### src/rtl/pds_cfg.svh
// constants for the pll divider and base clock selector
`ifndef PDS_CFG_SVH
`define PDS_CFG_SVH
`define PDS_RST_PLL_ON     1'h1
`define PDS_RST_BSEL       1'h0
`define PDS_RST_PRESCALE   2'h0
`define PDS_RST_RANGE_POW  2'h0
`define PDS_RST_MULT       12'h040
`define PDS_RST_VRS        8'h40
`define PDS_RST_RDS        4'h1
`define PDS_NEW_EDGES      2'h2
`define PDS_BUS_DIV        3'h4
`endif

### src/rtl/pds_pkg.sv
// types for the pll divider and base clock selector
package pds_pkg;
  typedef enum logic [1:0] {PDS_RUN, PDS_STOP_OLD, PDS_WAIT_NEW} pds_sel_state_t;
endpackage

### src/rtl/pds_clock_select.sv
// pll factor registers, zero exceptions and glitch-free base clock selector
//
// Notes on behaviour
// bus clock is a quarter of source
// vco ratio is two-power-P times N over R
// software picks P 0..3 to bound N
// software picks E from vco band, never 3
// center frequency is L times two-power-E steps
// control holds P in prescale field
// control holds E in range field
// N stored across low and high parts
// L and R stored as binary
// zero R or N acts as one
// zero L disables pll, forces crystal
// switch waits few edges, output static
// selected source halved for clean duty
// vco select refused while pll off
// pll stays on while vco selected
// power and select never change together
// software prefers 32.768 kHz reference, R one
// select one routes vco, zero crystal
// programming ignored while pll on
// reset turns pll on, selects crystal
// old clock stopped low before new starts
// source clocks pass two-flop synchronisers
`timescale 1ns/1ps
`include "pds_cfg.svh"
module pds_clock_select
  import pds_pkg::*;
(
  input  wire logic        clk_i,             // 40 MHz system clock
  input  wire logic        reset_i,           // synchronous reset, high
  input  wire logic        ce_i,              // clock enable, freezes all state
  input  wire logic        crystal_clock_i,   // crystal clock, sampled
  input  wire logic        vco_clock_i,       // vco clock, sampled
  input  wire logic        ctl_wr_i,          // control write strobe
  input  wire logic        pll_power_on_i,    // written pll on bit
  input  wire logic        base_clock_sel_i,  // written base select bit
  input  wire logic        prog_wr_i,         // programming write strobe
  input  wire logic [1:0]  prescale_i,        // written P
  input  wire logic [1:0]  range_pow_i,       // written E
  input  wire logic [11:0] mult_i,            // written N
  input  wire logic [7:0]  vrs_i,             // written L
  input  wire logic [3:0]  rds_i,             // written R
  output logic             pll_power_on_o,    // stored pll on bit
  output logic             base_clock_sel_o,  // stored base select bit
  output logic [1:0]       prescale_o,        // stored P
  output logic [1:0]       range_pow_o,       // stored E
  output logic [11:0]      mult_o,            // stored N
  output logic [7:0]       vrs_o,             // stored L
  output logic [3:0]       rds_o,             // stored R
  output logic             pll_enable_o,      // pll really running
  output logic [11:0]      eff_mult_o,        // N as divided
  output logic [3:0]       eff_ref_div_o,     // R as divided
  output logic [14:0]      fb_ratio_o,        // two-power-P times N
  output logic [10:0]      center_steps_o,    // center in 38.4 kHz steps
  output logic             base_clock_out_o,  // base clock to system
  output logic             bus_clock_o,       // base clock halved
  output logic             sel_busy_o         // source transition in progress
);

  ////////////////////////////////////////////////////////////////////////////
  // registers
  logic        pll_on_q, pll_on_d, bsel_q, bsel_d;
  logic [1:0]  pre_q, pre_d, rpow_q, rpow_d;
  logic [11:0] mul_q, mul_d;
  logic [7:0]  vrs_q, vrs_d;
  logic [3:0]  rds_q, rds_d;
  logic [11:0] rds_wide;

  function automatic logic [11:0] pds_zero_as_one(input logic [11:0] v);
    pds_zero_as_one = (v == 12'h000) ? 12'h001 : v;
  endfunction

  always_comb begin
    pll_on_d = pll_on_q;
    bsel_d   = bsel_q;
    pre_d    = pre_q;
    rpow_d   = rpow_q;
    mul_d    = mul_q;
    vrs_d    = vrs_q;
    rds_d    = rds_q;
    if (ctl_wr_i) begin
      if (!base_clock_sel_i || (pll_on_q && vrs_q != 8'h00)) begin
        bsel_d = base_clock_sel_i;
      end
      // a write that moves the select keeps the power bit, so both never move at once
      if ((pll_power_on_i || !bsel_q) && (bsel_d == bsel_q)) begin
        pll_on_d = pll_power_on_i;
      end
    end
    if (prog_wr_i && !pll_on_q) begin
      pre_d = prescale_i;
      rpow_d = range_pow_i;
      mul_d = mult_i;
      vrs_d = vrs_i;
      rds_d = rds_i;
    end
    if (vrs_d == 8'h00) begin
      bsel_d = 1'h0;
    end
  end

  always_ff @(posedge clk_i) begin
    if (reset_i) begin
      pll_on_q <= `PDS_RST_PLL_ON;
      bsel_q   <= `PDS_RST_BSEL;
      pre_q    <= `PDS_RST_PRESCALE;
      rpow_q   <= `PDS_RST_RANGE_POW;
      mul_q    <= `PDS_RST_MULT;
      vrs_q    <= `PDS_RST_VRS;
      rds_q    <= `PDS_RST_RDS;
    end else if (ce_i) begin
      pll_on_q <= pll_on_d;
      bsel_q   <= bsel_d;
      pre_q    <= pre_d;
      rpow_q   <= rpow_d;
      mul_q    <= mul_d;
      vrs_q    <= vrs_d;
      rds_q    <= rds_d;
    end
  end

  assign pll_power_on_o   = pll_on_q;
  assign base_clock_sel_o = bsel_q;
  assign prescale_o       = pre_q;
  assign range_pow_o      = rpow_q;
  assign mult_o           = mul_q;
  assign vrs_o            = vrs_q;
  assign rds_o            = rds_q;
  assign pll_enable_o     = pll_on_q && (vrs_q != 8'h00);
  assign eff_mult_o       = pds_zero_as_one(mul_q);
  assign rds_wide         = pds_zero_as_one({8'h00, rds_q});
  assign eff_ref_div_o    = rds_wide[3:0];
  assign fb_ratio_o       = {3'h0, eff_mult_o} << pre_q;
  assign center_steps_o   = {3'h0, vrs_q} << rpow_q;

  ////////////////////////////////////////////////////////////////////////////
  // source synchronisers and edge detect
  logic [2:0] xs_q, xs_d, vs_q, vs_d;
  logic       x_rise, v_rise;

  always_comb begin
    xs_d = {xs_q[1:0], crystal_clock_i};
    vs_d = {vs_q[1:0], vco_clock_i};
  end

  always_ff @(posedge clk_i) begin
    if (reset_i) begin
      xs_q <= 3'h0;
      vs_q <= 3'h0;
    end else if (ce_i) begin
      xs_q <= xs_d;
      vs_q <= vs_d;
    end
  end

  // bit 0 is the first stage and is only read by bit 1
  assign x_rise = xs_q[1] && !xs_q[2];
  assign v_rise = vs_q[1] && !vs_q[2] && pll_enable_o;

  ////////////////////////////////////////////////////////////////////////////
  // transition control and dividers
  pds_sel_state_t st_q, st_d;
  logic           cur_q, cur_d, base_q, base_d, bus_q, bus_d;
  logic [1:0]     cnt_q, cnt_d;
  logic           old_rise, new_rise;

  assign old_rise = cur_q ? v_rise : x_rise;
  assign new_rise = cur_q ? x_rise : v_rise;

  always_comb begin
    st_d   = st_q;
    cur_d  = cur_q;
    base_d = base_q;
    bus_d  = bus_q;
    cnt_d  = cnt_q;
    unique case (st_q)
      PDS_RUN: begin
        if (old_rise) begin
          base_d = !base_q;
        end
        if (bsel_q != cur_q) begin
          st_d = PDS_STOP_OLD;
        end
      end
      PDS_STOP_OLD: begin
        // finish a high phase so the old clock parks low
        if (!base_q) begin
          st_d  = PDS_WAIT_NEW;
          cnt_d = 2'h0;
        end else if (old_rise) begin
          base_d = 1'b0;
        end
      end
      PDS_WAIT_NEW: begin
        if (new_rise) begin
          cnt_d = cnt_q + 2'h1;
          if (cnt_d == `PDS_NEW_EDGES) begin
            cur_d = !cur_q;
            st_d  = PDS_RUN;
          end
        end
      end
    endcase
    if (base_q && !base_d) begin
      bus_d = !bus_q;
    end
  end

  always_ff @(posedge clk_i) begin
    if (reset_i) begin
      st_q   <= PDS_RUN;
      cur_q  <= 1'b0;
      base_q <= 1'b0;
      bus_q  <= 1'b0;
      cnt_q  <= 2'h0;
    end else if (ce_i) begin
      st_q   <= st_d;
      cur_q  <= cur_d;
      base_q <= base_d;
      bus_q  <= bus_d;
      cnt_q  <= cnt_d;
    end
  end

  assign base_clock_out_o = base_q;
  assign bus_clock_o      = bus_q;
  assign sel_busy_o       = (st_q != PDS_RUN);
endmodule

### config.mk
export PLATFORM = sky130hd
export DESIGN_NAME = pds_clock_select
export DESIGN_NICKNAME = d
export VERILOG_FILES = /design/src/rtl/pds_pkg.sv /design/src/rtl/pds_clock_select.sv
export VERILOG_INCLUDE_DIRS = /design/src /design/src/rtl
export SDC_FILE = /design/constraint.sdc
export NUM_CORES = 1
export LEC_CHECK = 0
export BUFFER_PORTS_ARGS = -buffer_cell sky130_fd_sc_hd__buf_2
export CAP_MARGIN = 10
export CELL_PAD_IN_SITES_DETAIL_PLACEMENT = 0
export CELL_PAD_IN_SITES_GLOBAL_PLACEMENT = 1
export CORE_ASPECT_RATIO = 0.75
export CORE_MARGIN = 2
export CORE_UTILIZATION = 35
export CTS_CLUSTER_SIZE = 10
export DETAILED_ROUTE_END_ITERATION = 16
export PLACE_DENSITY = 0.94
export SLEW_MARGIN = 10
export SYNTH_ARGS = -nofsm -noshare
export SYNTH_HDL_FRONTEND = slang
export SYNTH_SLANG_ARGS = --single-unit
export TNS_END_PERCENT = 1
### constraint.sdc
create_clock -name clk_i -period 3.61 [get_ports clk_i]
set_input_delay 0.1805 -clock clk_i [delete_from_list [all_inputs] [get_ports clk_i]]
set_output_delay 0.1805 -clock clk_i [all_outputs]
set_load 0.01 [all_outputs]
==> results by group <==
Critical path
  • Endpoint class of the critical path: flop
  • Reg-to-reg slack, setup: 1.42 ns
  • Worst setup path class: flop to flop
  • Max Fanout on Critical Path: 5
  • Worst r2r src: vrs_o[0]$_SDFFE_PP0P_
  • Series of cell instances along the critical path: or4_4, o21a_1, a31oi_1, ha_1, nand2b_1, nand4_1, xor2_1, nor2_1
  • Worst EP arrival: approximately 2.4 ns
  • Required time worst endpoint: about 3.8 ns
  • Top cell family by delay on the critical path: simple AND/OR/NAND/NOR gates
  • Worst Setup Start Kind: flop
  • Slowest cell on the critical path: sky130_fd_sc_hd__or4_4
  • R2R Path End: bus_clock_o$_SDFFE_PP0P_
  • Number of cells on the critical path: 8
  • Count of buffer and inverter cells on the critical path: 0
  • Worst r2r path cells: 8
  • Worst stage delay on the critical path: 0.57 ns

Floorplan
  • Die height: between 70 and 80 µm
  • Die Outline Area: 0.007512 mm²
  • Die extent in x: 99.42 µm
  • Site row count: 26
  • Standard cell core area: around 0.0067 mm²
  • Initial Utilization: between 30 and 40%
  • Number of ports placed on the die boundary: 113

Pwr
  • Worst ir drop on vdd: 0.2080 mV
  • Total net switching power: approximately 250 µW
  • Switching share of power: 24.24%
  • Part of the power in registers: 49.4%
  • Internal power: 771.6 µW
  • Part of the power in the clock network: between 30% and 40%
  • Pwr dens: 334.1 mW/mm²
  • Part of the power in combinational logic: between 10% and 20%
  • Leakage: 1.374 nW

STA
  • Setup TNS: 0 ns
  • Fin. max-slew vios: 0
  • Slew at the pin closest to its max-slew limit: 1.019 ns
  • Minimum period implied by the final worst setup slack: 2.195 ns
  • Worst relative slew slack: 32.04%
  • Max Clock Skew: between 0.01 and 0.015 ns
  • Final Hold Vio Count: 0
  • Hold Worst Slack: 0.1056 ns
  • Setup repair after global routing missed its margin: false
  • Final Worst Setup Slack: 1.415 ns
  • Highest Clock Rate: 0.4556 GHz
  • Final Cycle Share: 60.80%
  • Number of endpoints failing setup at the final stage: 0

Finish
  • Most frequent standard cell in the layout excluding fill and tap cells: sky130_fd_sc_hd__buf_2
  • Growth of design area from synthesis to finish: 27.54%
  • Final Non-Filler Cells: 477
  • Final antenna diode count: 0
  • Number of nets in the layout: 434
  • FILL cells: between 600 and 700
  • Share of final-layout standard cells stronger than drive strength 1: 33.59%
  • Commonest cells after routing, fill and taps aside: sky130_fd_sc_hd__buf_2, sky130_fd_sc_hd__nand2_1, sky130_fd_sc_hd__dfxtp_1, sky130_fd_sc_hd__a21oi_1, sky130_fd_sc_hd__mux2i_1
  • Final cell area excluding filler cells: 0.003048 mm²

Placement
  • Post-DP HPWL: 4.740 mm
  • Number of cells in the design after placement: 469
  • Post-DP Area: 0.002930 mm²
  • Weighted congestion at the end of routability-driven global placement: 0.8657
  • Place WS: about 1.4 ns
  • Buffers added on ports: 112

CTS
  • Clock root cell: sky130_fd_sc_hd__clkbuf_8
  • Number of gates resized after cts: 0
  • TritonCTS clock tree: yes
  • Clock transition at the registers of the reported paths: roughly 0.090 ns
  • Clk_lat worst skew: 0.29 ns
  • Post-CTS Setup Inserts: 0
  • Max H-tree Level: 2
  • Maximum buffer depth of the clock tree: 2
  • Clock Sink Count: 43
  • TritonCTS Buffers: 5
  • Total of hold buffers inserted after clock tree synthesis: 0

GRT
  • Met3 Resource Use GR: 3.211%
  • First-pass GRT wire length: 9.735 mm
  • GR Overflow Total: 0
  • Most crowded layer after global routing: met2
  • Routing usage on met2: 24.25%
  • GR Util All Layers: 16.07%
  • Global-route track usage on met1: 23.34%
  • Number of global-route vias before repair: 1982
  • Largest net degree at the start of global routing: 48
  • Initial antenna violation count: 0

Worst hold path
  • Type of the tightest min-delay check: input port to flop
  • Startpoint of the lowest-slack hold path: rds_i[0]
  • Hold Path Cell Cnt: 3
  • Capture endpoint of the worst hold path: rds_o[0]$_SDFFE_PP1P_

Synthesis
  • Async SR Flop Fraction: 0%
  • Portion of the post-synthesis area used by sequential elements: between 30% and 40%
  • Net Count, Synth: 347
  • Yosys cell types: 45
  • Prevailing post-synth register cell: sky130_fd_sc_hd__dfxtp_1
  • Total standard cell area after synthesis: 0.002390 mm²
  • Number of warning messages in the yosys log: 0
  • Average instance area after synthesis: 7.835 µm²
  • Synthesized instance count: 305
  • Synth Register Bits: 43
  • Number of flops mapped to enable cells by yosys: 0

Routing
  • Mean number of vias per cell: roughly 5
  • Average wire per cell in the routed design: 13.29 µm
  • TritonRoute pass-1 iters: 4
  • Number of vias in the routed layout: 2385
  • Post-route DRC violation count: 0
  • Remaining antenna violation count: 0
  • Violation count after the first detailed-route iteration: 84
  • Total detailed-routing wirelength: 6.339 mm

Flow run
  • Number of max-cap violations: 0

Run status
  • Result of the run: finished clean
[Yosys cell counts, types with 2 or more instances]
master | count | area share [%]
sky130_fd_sc_hd__mux2i_1 | 20 | 8.4
sky130_fd_sc_hd__and3_1 | 2 | 0.52
sky130_fd_sc_hd__nor3_1 | 3 | 0.63
sky130_fd_sc_hd__buf_2 | 4 | 0.84
sky130_fd_sc_hd__a31oi_1 | 4 | 1.0
sky130_fd_sc_hd__nor4_1 | 4 | 1.0
sky130_fd_sc_hd__nand3b_1 | 3 | 0.94
sky130_fd_sc_hd__nor2b_1 | 9 | 2.4
sky130_fd_sc_hd__or4_4 | 2 | 0.94
sky130_fd_sc_hd__a21oi_1 | 38 | 8.0
sky130_fd_sc_hd__nand2_1 | 65 | 10
sky130_fd_sc_hd__o21a_1 | 2 | 0.63
sky130_fd_sc_hd__clkbuf_1 | 27 | 4.2
sky130_fd_sc_hd__nor2_1 | 19 | 3.0
sky130_fd_sc_hd__mux2_2 | 3 | 1.4
sky130_fd_sc_hd__mux4_2 | 3 | 2.8
sky130_fd_sc_hd__inv_1 | 6 | 0.94
sky130_fd_sc_hd__or3_1 | 2 | 0.52
sky130_fd_sc_hd__o21ai_1 | 5 | 1.0
sky130_fd_sc_hd__nand2b_1 | 7 | 1.8
sky130_fd_sc_hd__ha_1 | 5 | 2.6
sky130_fd_sc_hd__a211oi_1 | 7 | 2.2
sky130_fd_sc_hd__dfxtp_1 | 43 | 36
[worst max path at each step]
stage / start / end / slack, ns
detailed placement: vrs_o[0]$_SDFFE_PP0P_ / bus_clock_o$_SDFFE_PP0P_ / 1.40
finish: vrs_o[0]$_SDFFE_PP0P_ / bus_clock_o$_SDFFE_PP0P_ / 1.42
global route: prescale_o[0]$_SDFFE_PP0P_ / fb_ratio_o[10] / 1.28
floorplan: vrs_o[0]$_SDFFE_PP0P_ / bus_clock_o$_SDFFE_PP0P_ / 1.48
global placement: vrs_o[0]$_SDFFE_PP0P_ / bus_clock_o$_SDFFE_PP0P_ / 1.46
CTS: vrs_o[0]$_SDFFE_PP0P_ / bus_clock_o$_SDFFE_PP0P_ / 1.40
[layout make-up]
cell class / count / area (µm²) / area share (%)
Tap cell: 84 / 105.1 / 3.448
Clock buffer: 6 / 82.58 / 2.709
Clock inverter: 2 / 35.03 / 1.149
Inverter: 7 / 26.28 / 0.8621
Timing Repair Buffer: 112 / 560.5 / 18.39
Multi-Input combinational cell: 223 / 1378 / 45.20
Sequential cell: 43 / 860.8 / 28.24
[layer usage]
layer	vias up	wire length, µm
met5	-	0
met3	7	367
met2	64	2845
met1	1096	3054
li1	1218	-
met4	0	71
[stage by stage]
step                      total power, mW  utilization (%)
after floorplan                    0.5906                -
after global placement             0.6415            43.73
after detailed placement           0.6445            43.73
after CTS                           1.035            45.48
after global routing                1.068            45.48
final                               1.018            45.48
[registers in the layout (all words and copies together) (netlist names)]
| register | count |
|---|---|
| base_clock_sel_o | 1 |
| bus_clock_o | 1 |
| range_pow_o | 2 |
| cur_q | 1 |
| cnt_q | 2 |
| vrs_o | 8 |
| pll_power_on_o | 1 |
| st_q | 2 |
| base_clock_out_o | 1 |
| prescale_o | 2 |
| xs_q | 3 |
| rds_o | 4 |
| mult_o | 12 |
| vs_q | 3 |
[cells by family (layout without fill, tap and decap cells)]
kind of cell | Yosys count | count (layout) | share of synthesized area, %
flip-flops | 43 | 43 | 36.02
AO/OA/AOI/OAI | 64 | 64 | 16.02
AND/OR/NAND/NOR | 124 | 124 | 24.55
XOR/XNOR | 2 | 2 | 0.7331
multiplexers | 28 | 28 | 13.72
buffers and inverters | 39 | 127 | 6.335
adder cells (fa/ha/maj) | 5 | 5 | 2.618
[tightest hold or removal path, cell delays in order]
cell and delay, ns:
sky130_fd_sc_hd__buf_2 0.07, sky130_fd_sc_hd__nand2_1 0.04, sky130_fd_sc_hd__nand3b_1 0.06
[power groups by stage]
| stage | registers (mW) | logic [mW] | clock network [mW] |
|---|---|---|---|
| floorplan | 0.512 | 0.0787 | 0 |
| global placement | 0.514 | 0.128 | 0 |
| detailed placement | 0.515 | 0.130 | 0 |
| CTS | 0.503 | 0.130 | 0.401 |
| global route | 0.506 | 0.144 | 0.418 |
| finish | 0.503 | 0.129 | 0.386 |
Power figures use the tool's default switching activity.
